<file path="src/rtl/boot_opt_pkg.sv">
// package: offsets, field layout, codes and carriers for the option byte decoder
package boot_opt_pkg;
  // register map (byte addresses on the register port)
  localparam logic [12:0] OFS_OSC_FLASH = 13'h00c2;
  localparam logic [12:0] OFS_DEBUG = 13'h00c3;
  localparam logic [12:0] OFS_OSC_FLASH_MIR = 13'h10c2;
  localparam logic [12:0] OFS_DEBUG_MIR = 13'h10c3;
  localparam logic [12:0] OFS_CTRL = 13'h0100;
  localparam logic [12:0] OFS_STATUS = 13'h0101;
  localparam logic [12:0] OFS_FREQ = 13'h0102;
  // storage slots in fetch order
  localparam logic [1:0] SLOT_OSC = 2'h0;
  localparam logic [1:0] SLOT_DBG = 2'h1;
  localparam logic [1:0] SLOT_OSC_MIR = 2'h2;
  localparam logic [1:0] SLOT_DBG_MIR = 2'h3;
  localparam logic [1:0] SLOT_SWAP_XOR = 2'h2;
  // oscillator / flash option byte fields
  localparam int FLASH_MODE_LSB = 6;
  localparam int OSC_FIXED_LSB = 4;
  localparam logic [1:0] OSC_FIXED_VAL = 2'h2;
  localparam logic [1:0] MODE_LOW_VOLTAGE = 2'h0;
  localparam logic [1:0] MODE_PROHIBITED = 2'h1;
  localparam logic [1:0] MODE_LOW_SPEED = 2'h2;
  localparam logic [1:0] MODE_HIGH_SPEED = 2'h3;
  localparam logic [3:0] FREQ_CODE_32 = 4'h8;
  localparam logic [3:0] FREQ_CODE_24 = 4'h0;
  localparam logic [3:0] FREQ_CODE_16 = 4'h9;
  localparam logic [3:0] FREQ_CODE_12 = 4'h1;
  localparam logic [3:0] FREQ_CODE_8 = 4'ha;
  localparam logic [3:0] FREQ_CODE_4 = 4'hb;
  localparam logic [3:0] FREQ_CODE_1 = 4'hd;
  localparam logic [5:0] LIMIT_LOW_VOLTAGE_MHZ = 6'h04;
  localparam logic [5:0] LIMIT_LOW_SPEED_MHZ = 6'h08;
  localparam logic [5:0] LIMIT_HIGH_SPEED_MHZ = 6'h20;
  localparam logic [5:0] LIMIT_HIGH_SPEED_LOW_SUPPLY_MHZ = 6'h10;
  // debug option byte fields
  localparam int DEBUG_ENABLE_BIT = 7;
  localparam int DEBUG_NO_ERASE_BIT = 0;
  localparam logic [7:0] DEBUG_FIXED_MASK = 8'h7e;
  localparam logic [7:0] DEBUG_FIXED_VAL = 8'h04;
  // control register
  localparam int CTRL_AUTH_FAIL_BIT = 0;
  // strap settle count after reset release
  localparam logic [1:0] STRAP_SETTLE_CYCLES = 2'h3;

  typedef enum {ST_SETTLE, ST_FETCH, ST_DECODE, ST_RUN} load_state_t;

  typedef struct packed {
    logic [12:0] addr;
    logic [7:0] wdata;
    logic wr;
    logic rd;
  } reg_req_t;

  typedef struct packed {
    logic [12:0] addr;
    logic rd;
  } nvm_req_t;

  typedef struct packed {
    logic [3:0] osc_freq_code;
    logic [5:0] freq_mhz;
    logic [1:0] flash_mode;
    logic debug_enable_set;
    logic debug_no_erase_sel;
  } boot_cfg_t;
endpackage : boot_opt_pkg

</file>
<file path="src/rtl/boot_option_byte_decoder.sv">
// boot option byte decoder: fetches, swaps, checks and holds the boot option bytes
//
// Added by the designer: the address-and-strobe port.
`timescale 1ns/10ps
module boot_option_byte_decoder (
  input wire logic clk_sys,
  input wire logic rst_n,
  input boot_opt_pkg::reg_req_t reg_req,
  output logic [7:0] reg_rdata,
  output boot_opt_pkg::nvm_req_t nvm_req,
  input wire logic [7:0] nvm_rdata,
  input wire logic boot_swap_pin,
  input wire logic supply_high_pin,
  output boot_opt_pkg::boot_cfg_t cfg,
  output logic cfg_valid,
  output logic cpu_release,
  output logic flash_erase_req
);
  import boot_opt_pkg::*;

  load_state_t state;
  logic [1:0] settle_cnt;
  logic [1:0] swap_meta, supply_meta;
  logic boot_swap, supply_high;
  logic [1:0] issue_idx, cap_idx;
  logic issue_done, cap_pending;
  logic [7:0] opt [4];
  logic [7:0] status;
  logic last_cap;
  logic [1:0] mode_code;
  logic [5:0] freq_mhz_dec, mode_limit;
  logic osc_err, mode_err, debug_err, freq_over;
  logic auth_fail_wr;

  ////////////////////////////////////////////////////////////////////////////
  // pin synchronisers; first stage feeds only the second
  always_ff @(posedge clk_sys) begin
    if (!rst_n) begin
      swap_meta <= 2'h0;
      supply_meta <= 2'h0;
    end else begin
      swap_meta <= {swap_meta[0], boot_swap_pin};
      supply_meta <= {supply_meta[0], supply_high_pin};
    end
  end

  // strap caught once after the chain has settled, never from the reset itself
  always_ff @(posedge clk_sys) begin
    if (!rst_n) begin
      boot_swap <= 1'b0;
      supply_high <= 1'b0;
    end else if (state == ST_SETTLE && settle_cnt == STRAP_SETTLE_CYCLES) begin
      boot_swap <= swap_meta[1];
      supply_high <= supply_meta[1];
    end
  end

  ////////////////////////////////////////////////////////////////////////////
  // load sequencer
  assign last_cap = cap_pending && cap_idx == SLOT_DBG_MIR;

  always_ff @(posedge clk_sys) begin
    if (!rst_n) begin
      state <= ST_SETTLE;
      settle_cnt <= 2'h0;
    end else begin
      unique case (state)
        ST_SETTLE: begin
          settle_cnt <= settle_cnt + 2'h1;
          if (settle_cnt == STRAP_SETTLE_CYCLES) begin
            state <= ST_FETCH;
          end
        end
        ST_FETCH: begin
          if (last_cap) begin
            state <= ST_DECODE;
          end
        end
        ST_DECODE: state <= ST_RUN;
        ST_RUN: state <= ST_RUN; // held until the next reset
      endcase
    end
  end

  function automatic logic [12:0] slot_addr(input logic [1:0] slot);
    unique case (slot)
      SLOT_OSC: slot_addr = OFS_OSC_FLASH;
      SLOT_DBG: slot_addr = OFS_DEBUG;
      SLOT_OSC_MIR: slot_addr = OFS_OSC_FLASH_MIR;
      SLOT_DBG_MIR: slot_addr = OFS_DEBUG_MIR;
    endcase
  endfunction : slot_addr

  // one read per cycle; data returns the cycle after the strobe
  always_ff @(posedge clk_sys) begin
    if (!rst_n) begin
      nvm_req <= '0;
      issue_idx <= 2'h0;
      issue_done <= 1'b0;
      cap_idx <= 2'h0;
      cap_pending <= 1'b0;
    end else begin
      cap_pending <= nvm_req.rd;
      cap_idx <= issue_idx - 2'h1;
      if (state == ST_FETCH && !issue_done) begin
        nvm_req.rd <= 1'b1;
        nvm_req.addr <= slot_addr(issue_idx);
        issue_idx <= issue_idx + 2'h1;
        issue_done <= issue_idx == SLOT_DBG_MIR;
      end else begin
        nvm_req.rd <= 1'b0;
      end
    end
  end

  // boot swap exchanges each primary with its mirror on the way in
  always_ff @(posedge clk_sys) begin
    if (!rst_n) begin
      for (int i = 0; i < 4; i++) begin
        opt[i] <= 8'h00;
      end
    end else if (cap_pending && state == ST_FETCH) begin
      opt[cap_idx ^ (boot_swap ? SLOT_SWAP_XOR : 2'h0)] <= nvm_rdata;
    end
  end

  ////////////////////////////////////////////////////////////////////////////
  // decode of the primary copies
  assign mode_code = opt[SLOT_OSC][FLASH_MODE_LSB +: 2];

  always_comb begin
    osc_err = opt[SLOT_OSC][OSC_FIXED_LSB +: 2] != OSC_FIXED_VAL;
    unique case (opt[SLOT_OSC][3:0])
      FREQ_CODE_32: freq_mhz_dec = 6'h20;
      FREQ_CODE_24: freq_mhz_dec = 6'h18;
      FREQ_CODE_16: freq_mhz_dec = 6'h10;
      FREQ_CODE_12: freq_mhz_dec = 6'h0c;
      FREQ_CODE_8: freq_mhz_dec = 6'h08;
      FREQ_CODE_4: freq_mhz_dec = 6'h04;
      FREQ_CODE_1: freq_mhz_dec = 6'h01;
      default: begin
        freq_mhz_dec = 6'h00;
        osc_err = 1'b1;
      end
    endcase
    mode_err = 1'b0;
    unique case (mode_code)
      MODE_LOW_VOLTAGE: mode_limit = LIMIT_LOW_VOLTAGE_MHZ;
      MODE_LOW_SPEED: mode_limit = LIMIT_LOW_SPEED_MHZ;
      MODE_HIGH_SPEED: mode_limit = supply_high ? LIMIT_HIGH_SPEED_MHZ
                                    : LIMIT_HIGH_SPEED_LOW_SUPPLY_MHZ;
      MODE_PROHIBITED: begin
        mode_limit = 6'h00;
        mode_err = 1'b1;
      end
    endcase
    freq_over = freq_mhz_dec > mode_limit;
    debug_err = (opt[SLOT_DBG] & DEBUG_FIXED_MASK) != DEBUG_FIXED_VAL
             || (!opt[SLOT_DBG][DEBUG_ENABLE_BIT]
                 && opt[SLOT_DBG][DEBUG_NO_ERASE_BIT]);
  end

  // latched once; a bad debug byte leaves debugging off as the safe default
  always_ff @(posedge clk_sys) begin
    if (!rst_n) begin
      cfg <= '0;
      cfg_valid <= 1'b0;
      status <= 8'h00;
    end else if (state == ST_DECODE) begin
      cfg.osc_freq_code <= opt[SLOT_OSC][3:0];
      cfg.freq_mhz <= freq_mhz_dec;
      cfg.flash_mode <= mode_code;
      cfg.debug_enable_set <= opt[SLOT_DBG][DEBUG_ENABLE_BIT] && !debug_err;
      cfg.debug_no_erase_sel <= opt[SLOT_DBG][DEBUG_NO_ERASE_BIT] && !debug_err;
      cfg_valid <= !(osc_err || mode_err || debug_err || freq_over);
      status <= {freq_over, opt[SLOT_DBG] != opt[SLOT_DBG_MIR],
                 opt[SLOT_OSC] != opt[SLOT_OSC_MIR], debug_err, mode_err, osc_err,
                 boot_swap, 1'b1};
    end
  end

  // processor held until the settings are fixed
  always_ff @(posedge clk_sys) begin
    if (!rst_n) begin
      cpu_release <= 1'b0;
    end else if (state == ST_DECODE) begin
      cpu_release <= 1'b1;
    end
  end

  ////////////////////////////////////////////////////////////////////////////
  // register port; option bytes are read only, writes to them are dropped
  assign auth_fail_wr = reg_req.wr && reg_req.addr == OFS_CTRL
                     && reg_req.wdata[CTRL_AUTH_FAIL_BIT];

  // erase only when debug runs with no-erase clear
  always_ff @(posedge clk_sys) begin
    if (!rst_n) begin
      flash_erase_req <= 1'b0;
    end else begin
      flash_erase_req <= auth_fail_wr && state == ST_RUN && cfg.debug_enable_set
                      && !cfg.debug_no_erase_sel;
    end
  end

  always_ff @(posedge clk_sys) begin
    if (!rst_n) begin
      reg_rdata <= 8'h00;
    end else if (reg_req.rd) begin
      unique case (reg_req.addr)
        OFS_OSC_FLASH: reg_rdata <= opt[SLOT_OSC];
        OFS_DEBUG: reg_rdata <= opt[SLOT_DBG];
        OFS_OSC_FLASH_MIR: reg_rdata <= opt[SLOT_OSC_MIR];
        OFS_DEBUG_MIR: reg_rdata <= opt[SLOT_DBG_MIR];
        OFS_STATUS: reg_rdata <= status;
        OFS_FREQ: reg_rdata <= {2'h0, cfg.freq_mhz};
        default: reg_rdata <= 8'h00;
      endcase
    end else begin
      reg_rdata <= 8'h00;
    end
  end
endmodule : boot_option_byte_decoder

</file>
<file path="config.mk">
export PLATFORM = sky130hd
export DESIGN_NAME = boot_option_byte_decoder
export DESIGN_NICKNAME = d
export VERILOG_FILES = /design/src/rtl/boot_opt_pkg.sv /design/src/rtl/boot_option_byte_decoder.sv
export SDC_FILE = /design/constraint.sdc
export NUM_CORES = 1
export LEC_CHECK = 0
export BUFFER_PORTS_ARGS = -buffer_cell sky130_fd_sc_hd__clkbuf_2
export CAP_MARGIN = 20
export CORE_UTILIZATION = 50
export CTS_CLUSTER_SIZE = 24
export DETAILED_ROUTE_END_ITERATION = 6
export PLACE_DENSITY = 0.76
export SLEW_MARGIN = 5
export SYNTH_ARGS = -nofsm -noshare
export SYNTH_HDL_FRONTEND = slang
export SYNTH_SLANG_ARGS = --single-unit
</file>
<file path="constraint.sdc">
create_clock -name clk_sys -period 1.9 [get_ports clk_sys]
set_input_delay 0.475 -clock clk_sys [delete_from_list [all_inputs] [get_ports clk_sys]]
set_output_delay 0.475 -clock clk_sys [all_outputs]
set_load 0.005 [all_outputs]
</file>
* Yosys cells after proc, flatten, opt, wreduce, memory -nomap -nowiden
Memory sizes are Yosys's and may differ from the RTL's. Cells that the tools add are included.
Storage, ports and cells: register bits 93, RAM bits 32, input port bits 35, output and inout port bits 39, logic and storage cells 111, memories kept 1
Cells by class: add/sub/neg operators 3, order comparisons 1, equality and inequality tests 33, mux-type cells 19, bitwise operators 1, reductions and logical operators 31
Memories:
- opt | depth 4, bits a word 8, read ports 4, clocked after memory_dff 0, write ports 4, RTL line boot_option_byte_decoder.sv:27 | logic [7:0] opt [4];
Operators with widths (number):
- equality test 32 x 2 -> 1 bit, second input constant | 3
- one-hot mux 32 bit (3 select lines) | 1
- equality test 32 x 3 -> 1 bit, second input constant | 2
- zero test 32 bit | 2
- two-way mux 32 bit | 2
- one-hot mux 13 bit (4 select lines) | 1
- one-hot mux 8 bit (6 select lines) | 1
- one-hot mux 6 bit (7 select lines) | 1
- equality test 13 x 9 -> 1 bit, second input constant | 3
- equality test 32 x 1 -> 1 bit, second input constant | 1
- equality test 13 bit, second input constant | 2
- equality test 13 x 8 -> 1 bit, second input constant | 2
- one-hot mux 6 bit (4 select lines) | 1
- equality test 4 bit, second input constant | 5
- inequality test 8 bit | 2
- equality test 2 bit, second input constant | 6
- logical AND 1 bit | 12
- two-way mux 1 bit | 8
- two-way mux 8 bit | 1
- OR reduction 8 bit | 1
- OR reduction 7 bit | 1
- greater-than comparator 6 bit | 1
- two-way mux 6 bit | 1
- inequality test 2 bit, second input constant | 3
- 13 further kinds | 25

* Depth between registers and ports, before layout
Gate-level depths: netlist of run 1.
depth after elaboration 7, mapped depth 8

* Worst setup path after synthesis of run 1
Ideal clock, no wire load.
kind reg-to-reg, start mem opt[0][3], end reg status[7], setup time 0.116 ns, arrival 1.860 ns, path slack -0.076 ns, cell stages (with the launch flop) 9, path buffers 1, period minus slack after synthesis 1.976 ns, cell sequence edfxtp_1 clkbuf_1 nand2b_1 a211oi_1 ha_1 nor2b_1 o211ai_1 a21oi_1 a31o_2
RTL lines:
- start, declared | RTL line boot_option_byte_decoder.sv:27
- end signal, assigned | RTL line boot_option_byte_decoder.sv:176 | status <= {freq_over, opt[SLOT_DBG] != opt[SLOT_DBG_MIR],
- end, declared | RTL line boot_option_byte_decoder.sv:28 | logic [7:0] status;

==> out/results.ini, run 1 <==
[timing]
hold_slack_ns = 0.314
clock.fmax_ghz = 0.523
fin_worst_skew_ns = 0.0103
worstMarginPinSlew_ns = 0.526
slew_violations = 0
slew_headroom = 0.648
period_share = 1.01
fin_ws_ns = -0.0124
fin_setup_tns_ns = -0.0172
setup_viol = 2
hold_viol = 0
min_period_ns = 1.91

[outcome]
status = complete, but fails checks
violations = setup timing

[logic_synthesis]
ys_seq_elements = 83
ys_types = 55
synth_mux_area_frac = 0.0501
yosysTopAreaCell = dfxtp_1
synth_top_cell_area_share = 0.257
synth_adder_area_share = 0.0284
synthXorXnorAreaFrac = 0.0463
synth_ff_type = dfxtp_1
synthTopCellsByArea = dfxtp_1, edfxtp_1, and2_1, mux4_2, nand2_1
syn_area_um2 = 3970
syn_avg_cell_area_um2 = 10.7
yosysWarningCount = 0
yosys.area_share.simple = 0.224
yosysSeqAreaShare = 0.499
synthCells = 371
synth_top_family_by_area = simple AND/OR/NAND/NOR gates
synth_edf_count = 32
async_reset_ff_frac = 0
synth_compound_area_frac = 0.104

[floorplanning]
rows = 32
dieHeight_um = 91.1
core_um2 = 7690
start_util = 0.516
io_pins = 74
fp.dieW_um = 91.1
die_area_um2 = 8300

[placement]
place_hpwl_um = 6220
dp.cells = 531
place.gp.congestion = 0.867
io_buffers = 57

[clock_tree]
clk_pin_slew_worst_paths_ns = 0.09
cts.sinks = 83
numCtsBuffers = 9
cts.path.max_buffers = 2
cts_tree = built
cts_hold_buf = 0
worst_skew_pair.late_latency_ns = 0.36
clockRootBuffer = clkbuf_8
htreeDepth = 3

[min_path]
hold_class = in2reg

[power_and_ir_drop]
ir_drop_uv = 380
p_leak_uw = 0.00192
powerDensity_nw_per_um2 = 760

[flow_run]
max-cap-violations = 0

[setup_path]
cp.arrival_ns = 2.19
cp-start-kind = flop
rrSetupSlack_ns = -0.01
cp-end-kind = flop
slowest_delay_ns = 0.44
worstPathCellList = nor2b_4 > a211oi_2 > ha_1 > nor2b_4 > o211ai_1 > a21oi_2 > o31ai_1
cp_slowest_cell = edfxtp_1
required_ns = 2.18
crit_path_max_fanout = 3
path_common_cell = nor2b_4
cpLargestDelayFamily = compound AO/OA/AOI/OAI gates
worst-path-buf-inv = 0
crit_type = reg2reg

[final_layout]
fin_cells = 552
nets = 489
layout-drive-gt1-share = 0.280
diodes = 0
nFillCells = 622
area_growth_pct = 19.9
postLayoutCoreUtil = 0.619

[route]
vias = 2907
first_pass_iters = 4
drt_iter0_markers = 100
drc = 0
wl_per_cell_um = 15.1
drt-total-wl_um = 8330
ant_nets = 0
vias_per_cell = 5.27

[global_route]
grt_pass1_wl_um = 13400
grt_max_degree = 25
first_global_vias = 2728
track_usage = 0.209
grt_overflow = 0
antenna_found_initial = 0

-- layer usage --
| metal | track usage | vias to the layer above | routed length, um |
|---|---|---|---|
| li1 | - | 1435 | - |
| met5 | 0 | - | 0 |
| met2 | 0.360 | 94 | 4130 |
| met1 | 0.256 | 1366 | 3600 |
| met4 | 0.0873 | 0 | 178 |
| met3 | 0.0402 | 12 | 418 |
-- layout by cell type, fill, tap and decap left out, types with 3 or more instances in the layout --
master,count
edfxtp_1,32
a21oi_1,5
a22o_1,4
o21ai_0,9
a21boi_0,12
nor2_1,16
buf_4,28
mux2i_1,3
inv_1,4
mux4_2,7
nand4_1,4
clkbuf_8,10
xnor2_1,12
and3_1,5
nand3_1,6
dfxtp_1,51
a22oi_1,10
clkbuf_2,57
clkinv_4,3
nand2_1,31
xor2_1,8
nor4_1,3
ha_1,9
conb_1,9
and2_1,42
nor2b_1,14
nand2b_1,6
-- registers in the layout (all words and copies together) (netlist names), 2 cells and up --
register,cells
settle_cnt,2
state,2
cap_idx,2
reg_rdata,8
opt,32
nvm_req,4
issue_idx,2
status,8
supply_meta,2
swap_meta,2
cfg,13
-- timing repair --
item,in CTS,in global routing
endpoints found under the setup margin,0,2
buffers inserted,0,5
resized for setup,0,8
-- final timing paths --
path,start,to,cells past startpoint
worst max-delay path,opt[0][3],cfg_valid,7
worst min-delay path,supply_high_pin,supply_meta[0],2
worst max register to register,opt[0][3],cfg_valid,7
worst min register to register,supply_meta[0],supply_meta[1],1
-- through the flow --
step | worst slack [ns] | area [um^2] | total power, uW
floorplan | 0.0215 | 4010 | 2190
global placement | 0.0234 | 4470 | 2290
detailed placement | -0.0161 | 4470 | 2300
CTS | 0.0103 | 4680 | 3610
global route | -0.109 | 4760 | 3750
finish | -0.0124 | 4760 | 3620
-- cell usage after synthesis, drive strengths merged (2+ instances only) --
library cell	count
nand3b	2
or3	2
nand2b	7
and2	42
buf	17
a22o	4
a31oi	2
nor3b	4
mux4	7
nor4b	3
mux2i	3
nand3	6
nand4b	2
o21a	2
edfxtp	32
xnor2	13
nand4	4
a22oi	10
inv	4
o31ai	2
dfxtp	51
and3	5
and4b	2
nor2	16
xor2	8
clkbuf	16
a21boi	13
nor2b	16
nand2	31
a21oi	6
nor4	3
o21ai	9
nor3	2
ha	9
-- power breakdown --
group	switching, uW	internal [uW]
logic	170	166
registers	45.5	1900
clock network	658	678
-- kinds of logic (layout without fill, tap and decap cells) --
| logic type | count (synthesis) | in the layout |
|---|---|---|
| flops | 83 | 83 |
| other cells | 1 | 9 |
| fa+ha+maj | 9 | 9 |
| simple gates | 151 | 151 |
| buf+inv | 37 | 108 |
| mux | 11 | 11 |
| compound gates | 58 | 58 |
| xor+xnor | 21 | 21 |
-- cell type report --
| class | instances | area [um^2] | area share |
|---|---|---|---|
| well taps | 102 | 128 | 0.0268 |
| clock buffers | 13 | 191 | 0.0402 |
| repair buffers | 88 | 547 | 0.115 |
| flip-flops and latches | 83 | 1980 | 0.416 |
| inverters | 4 | 15.0 | 0.00315 |
| clock inverters | 3 | 26.3 | 0.00552 |
| multi-input cells | 259 | 1870 | 0.393 |
Note: power is estimated with default switching activity, not from simulation.
==> run 2, diff against run 1 <==
ABC_AREA = 1   (was default)
CORE_UTILIZATION = 51   (was 50)
PLACE_DENSITY = 0.74   (was 0.76)
clock period = 2.16 ns   (was 1.9 ns; I/O delays follow)
==> run 2 against run 1 <==
The run now ends clean. Fmax down 0.47%. Critical path type unchanged. Non-clock buffer count down 25. Largest power group unchanged. Combinational power down 25%.
==> out/results.ini, run 2 <==
[outcome]
status = complete, no violations

[route]
top_layer = met4
wl_per_cell_um = 13.9  ; -7.9%
dr_wl_met2_um = 4140  ; +0.15%
vias_per_cell = 5.17  ; -1.9%
drt-met1-wl_um = 4220  ; +17%
vias = 3415  ; +17%
ant_nets = 0  ; unchanged
drc = 0  ; unchanged
dr_wl_met3_um = 512  ; +22%
drt_iter0_markers = 289  ; +190%
drt-total-wl_um = 9190  ; +10%
first_pass_iters = 5  ; +1

[global_route]
grt_max_degree = 32  ; +28%
grt_pass1_wl_um = 15100  ; +13%
grt_overflow = 0  ; unchanged
antenna_found_initial = 0  ; unchanged
first_global_vias = 3162  ; +16%
track_usage = 0.230  ; +0.0206

[setup_path]
crit_type = reg2reg
r2r_end = cfg_valid
rr_startpoint = opt[0][1]
cp.arrival_ns = 2.22  ; +0.03 ns
required_ns = 2.46  ; +0.28 ns
rrSetupSlack_ns = 0.24  ; +0.25 ns
ff2ff_path_depth = 7  ; unchanged
cp-end-kind = flop
critPathLaunch = opt[0][1]
cp-start-kind = flop
crit_path_max_fanout = 10  ; +7

[logic_synthesis]
async_reset_ff_frac = 0  ; unchanged
ys_seq_elements = 83  ; unchanged
synthCells = 502  ; +35%
synthTopCellsByArea = dfxtp_1, edfxtp_1, nor2_1, nand3_1, nand2_1
synth_top_cell_area_share = 0.245  ; -0.0126
synth_edf_count = 32  ; unchanged
syn_avg_cell_area_um2 = 8.31  ; -22%
yosysWarningCount = 0  ; unchanged
ys_types = 40  ; -27%
yosysMostFrequentCell = nor2_1
syn_area_um2 = 4170  ; +5.2%
synth_ff_type = dfxtp_1
yosysTopAreaCell = dfxtp_1
yosysSeqAreaShare = 0.475  ; -0.0245
synth_top_cells_by_count = nor2_1, nand2_1, inv_1, nand3_1, dfxtp_1

[power_and_ir_drop]
pwr-share-seq = 0.558  ; +0.021
ir_drop_uv = 421  ; +11%
p_int_uw = 2260  ; -17%
powerDensity_nw_per_um2 = 664  ; -13%
p_leak_uw = 0.00213  ; +11%
total_power_uw = 3090  ; -15%
switching_share = 0.266  ; +0.0247
power_switching_uw = 822  ; -6.0%
pwr-share-clk = 0.360  ; -0.010
combPwrFrac = 0.082  ; -0.011

[final_layout]
regMostFlops = opt
area_growth_pct = 11.2
nFillCells = 731  ; +18%
area.sequential_um2 = 1980  ; unchanged
nets = 598  ; +22%
mostFrequentLayoutCells = nor2_1, nand2_1, clkbuf_2
largest_reg_flops = 32  ; unchanged
diodes = 0  ; unchanged
multi_input_comb_area_um2 = 1800  ; -3.9%
reg_top3 = opt (32), cfg (13)
design_area_um2 = 4640  ; -2.4%
final_common_cell = nor2_1
layout-drive-gt1-share = 0.197  ; -0.0832

[floorplanning]
io_pins = 74  ; unchanged
start_util = 0.535  ; +0.0183
die_area_um2 = 8550  ; +3.0%
core_um2 = 7810  ; +1.6%
rows = 32  ; unchanged
dieHeight_um = 92.5  ; +1.5%
fp.dieW_um = 92.5  ; +1.5%

[clock_tree]
htreeDepth = 3  ; unchanged
cts.path.max_buffers = 2  ; unchanged
postCtsSetupBuffers = 0  ; unchanged
clockRootBuffer = clkbuf_8
cts_hold_buf = 0  ; unchanged
worst_skew_pair.late_latency_ns = 0.36  ; about the same
cts.sinks = 83  ; unchanged
cts_tree = built
clk_pin_slew_worst_paths_ns = 0.09  ; about the same
post_cts_resize_count = 0  ; unchanged
numCtsBuffers = 9  ; unchanged

[placement]
place.gp.congestion = 0.918  ; +5.9%
io_buffers = 57  ; unchanged
place_area_um2 = 4440  ; -0.53%
place_hpwl_um = 6800  ; +9.3%

[min_path]
worstHoldStart = boot_swap_pin
hold_class = in2reg
worstHoldPathCells = 3  ; +1
holdPathEnd = swap_meta[0]

[timing]
min_period_ns = 1.92  ; +0.00895 ns
hold_viol = 0  ; unchanged
fin_setup_tns_ns = 0  ; +0.0172 ns
period_share = 0.890  ; -0.117
slew_headroom = 0.667  ; +0.0188
worstMarginPinSlew_ns = 0.500  ; -0.0265 ns
slew_violations = 0  ; unchanged
setup_viol = 0  ; -2
fin_worst_skew_ns = 0.00705  ; -0.00322 ns
grt_setup_unrepaired = no
clock.fmax_ghz = 0.520  ; -0.47%

[flow_run]
max-cap-violations = 0  ; unchanged

run 2: cell types whose count changed in the layout (fill, tap and decap cells not counted), moves of 17 or more:
cell,change
nand2_1,+30
and2_1,-41
nor2_1,+70
a21oi_1,+22
buf_4,-23
o21ai_0,+17
inv_1,+51
nand3_1,+47
run 2: layout make-up:
type | count | share of cell area
flip-flops and latches | 83 | 0.427
multi-input cells | 340 | 0.387
repair buffers | 63 | 0.0706
inverters | 57 | 0.0461
clock buffers | 10 | 0.0321
well taps | 102 | 0.0275
clock inverters | 6 | 0.00997
run 2: worst max-delay path by stage:
stage | endpoint | slack [ns] | cells after the start
after detailed placement | opt[2][5] | 0.23 | 5
after CTS | cfg_valid | 0.25 | 7
after global routing | cfg_valid | 0.06 | 8
after floorplan | opt[1][0] | 0.44 | 5
after global placement | opt[0][3] | 0.29 | 5
final | cfg_valid | 0.24 | 7
run 2: critical path, stage by stage, from the launching register on:
cell      delay [ns]
edfxtp_1        0.56
nor4_1          0.47
ha_1            0.33
a21oi_1         0.13
o21ai_0         0.10
nand2_1         0.10
nand2_1         0.07
a21oi_2         0.11
run 2: metrics by stage:
step	util	instances	hold WS, ns	setup slack, ns
2_1_floorplan	-	510	0.390	0.443
3_3_place_gp	0.569	644	0.402	0.290
3_5_place_dp	0.569	644	0.407	0.232
4_1_cts	0.594	660	0.350	0.250
5_1_grt	0.595	661	0.376	0.0565
6_report	0.595	661	0.357	0.239
run 2: cell families after synthesis:
kind of cell             synth area share
buffers and inverters               0.102
flip-flops                          0.475
XOR/XNOR                           0.0315
adder cells (fa/ha/maj)            0.0270
AND/OR/NAND/NOR                     0.282
other                            0.000898
AO/OA/AOI/OAI                      0.0821
run 2: power groups by stage:
stage	sequential [uW]	combinational [uW]	clock, uW
after floorplan	1740	195	0
after global placement	1750	241	0
after detailed placement	1760	250	0
after CTS	1720	252	1120
after global routing	1730	287	1200
final	1720	252	1110
run 2: routing by layer:
metal  global-route usage  vias up
met4                0.125        0
met5                    0        -
met3               0.0435       30
li1                     -     1718
met2                0.354      131
met1                0.304     1536
==> run 3, diff against run 2 <==
CELL_PAD_IN_SITES_DETAIL_PLACEMENT = 0   (was default)
CELL_PAD_IN_SITES_GLOBAL_PLACEMENT = 1   (was default)
CORE_UTILIZATION = 41   (was 51)
PLACE_DENSITY = 0.79   (was 0.74)
SLEW_MARGIN = 20   (was 5)
TNS_END_PERCENT = 50   (was default)
==> run 3 against run 2 <==
Global-route usage down 3.3 points. Utilization down 12 points. Sequential share of layout area down 0.57 points. Wire length up 5.3%. Final cell count up 5.1%. Register-to-register slack better by 0.02 ns. First-iteration DRC count down 33%. Power about the same.
==> out/results.ini, run 3 (synthesized netlist as in run 2, its figures left out) <==
[floorplanning]
start_util = 0.425  ; -0.110
core_um2 = 9820  ; +26%
die_area_um2 = 10600  ; +24%
dieHeight_um = 103  ; +11%
rows = 36  ; +13%
fp.dieW_um = 103  ; +11%
io_pins = 74  ; unchanged

[clock_tree]
cts_tree = built
numCtsBuffers = 9  ; unchanged
cts_hold_buf = 0  ; unchanged
cts.sinks = 83  ; unchanged
clk_pin_slew_worst_paths_ns = 0.09  ; about the same
htreeDepth = 3  ; unchanged
clockRootBuffer = clkbuf_8
cts.path.max_buffers = 2  ; unchanged
post_cts_resize_count = 0  ; unchanged
worst_skew_pair.late_latency_ns = 0.36  ; about the same
postCtsSetupBuffers = 0  ; unchanged

[final_layout]
multi_input_comb_area_um2 = 1800  ; unchanged
nets = 601  ; +0.50%
reg_top3 = opt (32), cfg (13)
largest_reg_flops = 32  ; unchanged
diodes = 0  ; unchanged
layout-drive-gt1-share = 0.203  ; +0.00607
final_common_cell = nor2_1
regMostFlops = opt
nFillCells = 1002  ; +37%
mostFrequentLayoutCells = nor2_1, nand2_1, clkbuf_2
design_area_um2 = 4710  ; +1.3%
area_growth_pct = 12.7
area.sequential_um2 = 1980  ; unchanged

[placement]
io_buffers = 57  ; unchanged
place_area_um2 = 4510  ; +1.5%
place.gp.congestion = 0.836  ; -8.9%
place_hpwl_um = 7370  ; +8.3%

[outcome]
status = complete, no violations

[setup_path]
worstPathCellList = inv_1 > nor2_1 > a21oi_1 > inv_1 > ha_1 > nand2_1 > o21ai_0 > nand2_1 > nand2_1 > a21oi_2
cp-end-kind = flop
required_ns = 2.41  ; -0.05 ns
path_common_cell = nand2_1
cp.arrival_ns = 2.15  ; -0.07 ns
cp-start-kind = flop
worst-path-buf-inv = 2  ; +2
cpLargestDelayFamily = flip-flops
slowest_delay_ns = 0.54  ; -0.02 ns
cp_slowest_cell = edfxtp_1
crit_path_max_fanout = 7  ; -3
rrSetupSlack_ns = 0.26  ; +0.02 ns
crit_type = reg2reg

[route]
vias = 3401  ; -0.41%
drt_iter0_markers = 194  ; -33%
ant_nets = 0  ; unchanged
wl_per_cell_um = 13.9  ; +0.17%
first_pass_iters = 5  ; unchanged
drt-total-wl_um = 9680  ; +5.3%
drc = 0  ; unchanged
vias_per_cell = 4.89  ; -5.3%

[timing]
fin_worst_skew_ns = 0.0151  ; +0.00806 ns
hold_viol = 0  ; unchanged
grt_setup_unrepaired = no
fin_setup_tns_ns = 0  ; unchanged
clock.fmax_ghz = 0.526  ; +1.0%
worstMarginPinSlew_ns = 0.666  ; +0.166 ns
slew_headroom = 0.553  ; -0.113
min_period_ns = 1.90  ; -0.0193 ns
period_share = 0.881  ; -0.00895
slew_violations = 0  ; unchanged
setup_viol = 0  ; unchanged

[global_route]
track_usage = 0.197  ; -0.0326
grt_max_degree = 24  ; -25%
first_global_vias = 3115  ; -1.5%
grt_overflow = 0  ; unchanged
grt_pass1_wl_um = 15400  ; +2.3%
antenna_found_initial = 0  ; unchanged

[power_and_ir_drop]
p_leak_uw = 0.00215  ; +0.79%
powerDensity_nw_per_um2 = 656  ; -1.3%
ir_drop_uv = 341  ; -19%

[min_path]
hold_class = in2reg

[flow_run]
max-cap-violations = 0  ; unchanged

==> run 3: final timing paths <==
kind	startpoint	end	depth (start not counted)
setup reg to reg	opt[0][0]	cfg_valid	10
hold reg to reg	supply_meta[0]	supply_meta[1]	2
setup / recovery	opt[0][0]	cfg_valid	10
hold / removal	supply_high_pin	supply_meta[0]	3
==> run 3: metrics by stage <==
stage	setup WS [ns]	utilization	hold WS (ns)	cells	total power [uW]
finish	0.258	0.479	0.353	695	3090
floorplan	0.443	-	0.390	510	1930
CTS	0.245	0.479	0.350	695	3110
global placement	0.282	0.459	0.397	679	2010
detailed placement	0.262	0.459	0.397	679	2020
global route	0.0858	0.479	0.368	695	3220
==> run 3: metal layers <==
metal,vias up,part of all wire,track usage
met3,17,0.057,0.0271
li1,1722,-,-
met2,125,0.47,0.318
met4,0,0.021,0.0921
met1,1537,0.46,0.263
met5,-,0,0
==> run 3: layout make-up <==
class | count | share of cell area
clock buffer | 11 | 0.0322
sequential | 83 | 0.421
tap | 133 | 0.0354
inverter | 57 | 0.0455
clock inverter | 5 | 0.00904
timing repair buffer | 66 | 0.0750
multi-input combinational | 340 | 0.382
==> run 3: report_power, final <==
part | internal, uW | switching [uW]
registers | 1670 | 50.4
clock network | 497 | 607
logic | 95.5 | 163
==> run 3: tightest hold or removal path, cell delays in order <==
cell	delay, ns
clkbuf_2	0.07
nand2_1	0.04
inv_1	0.04
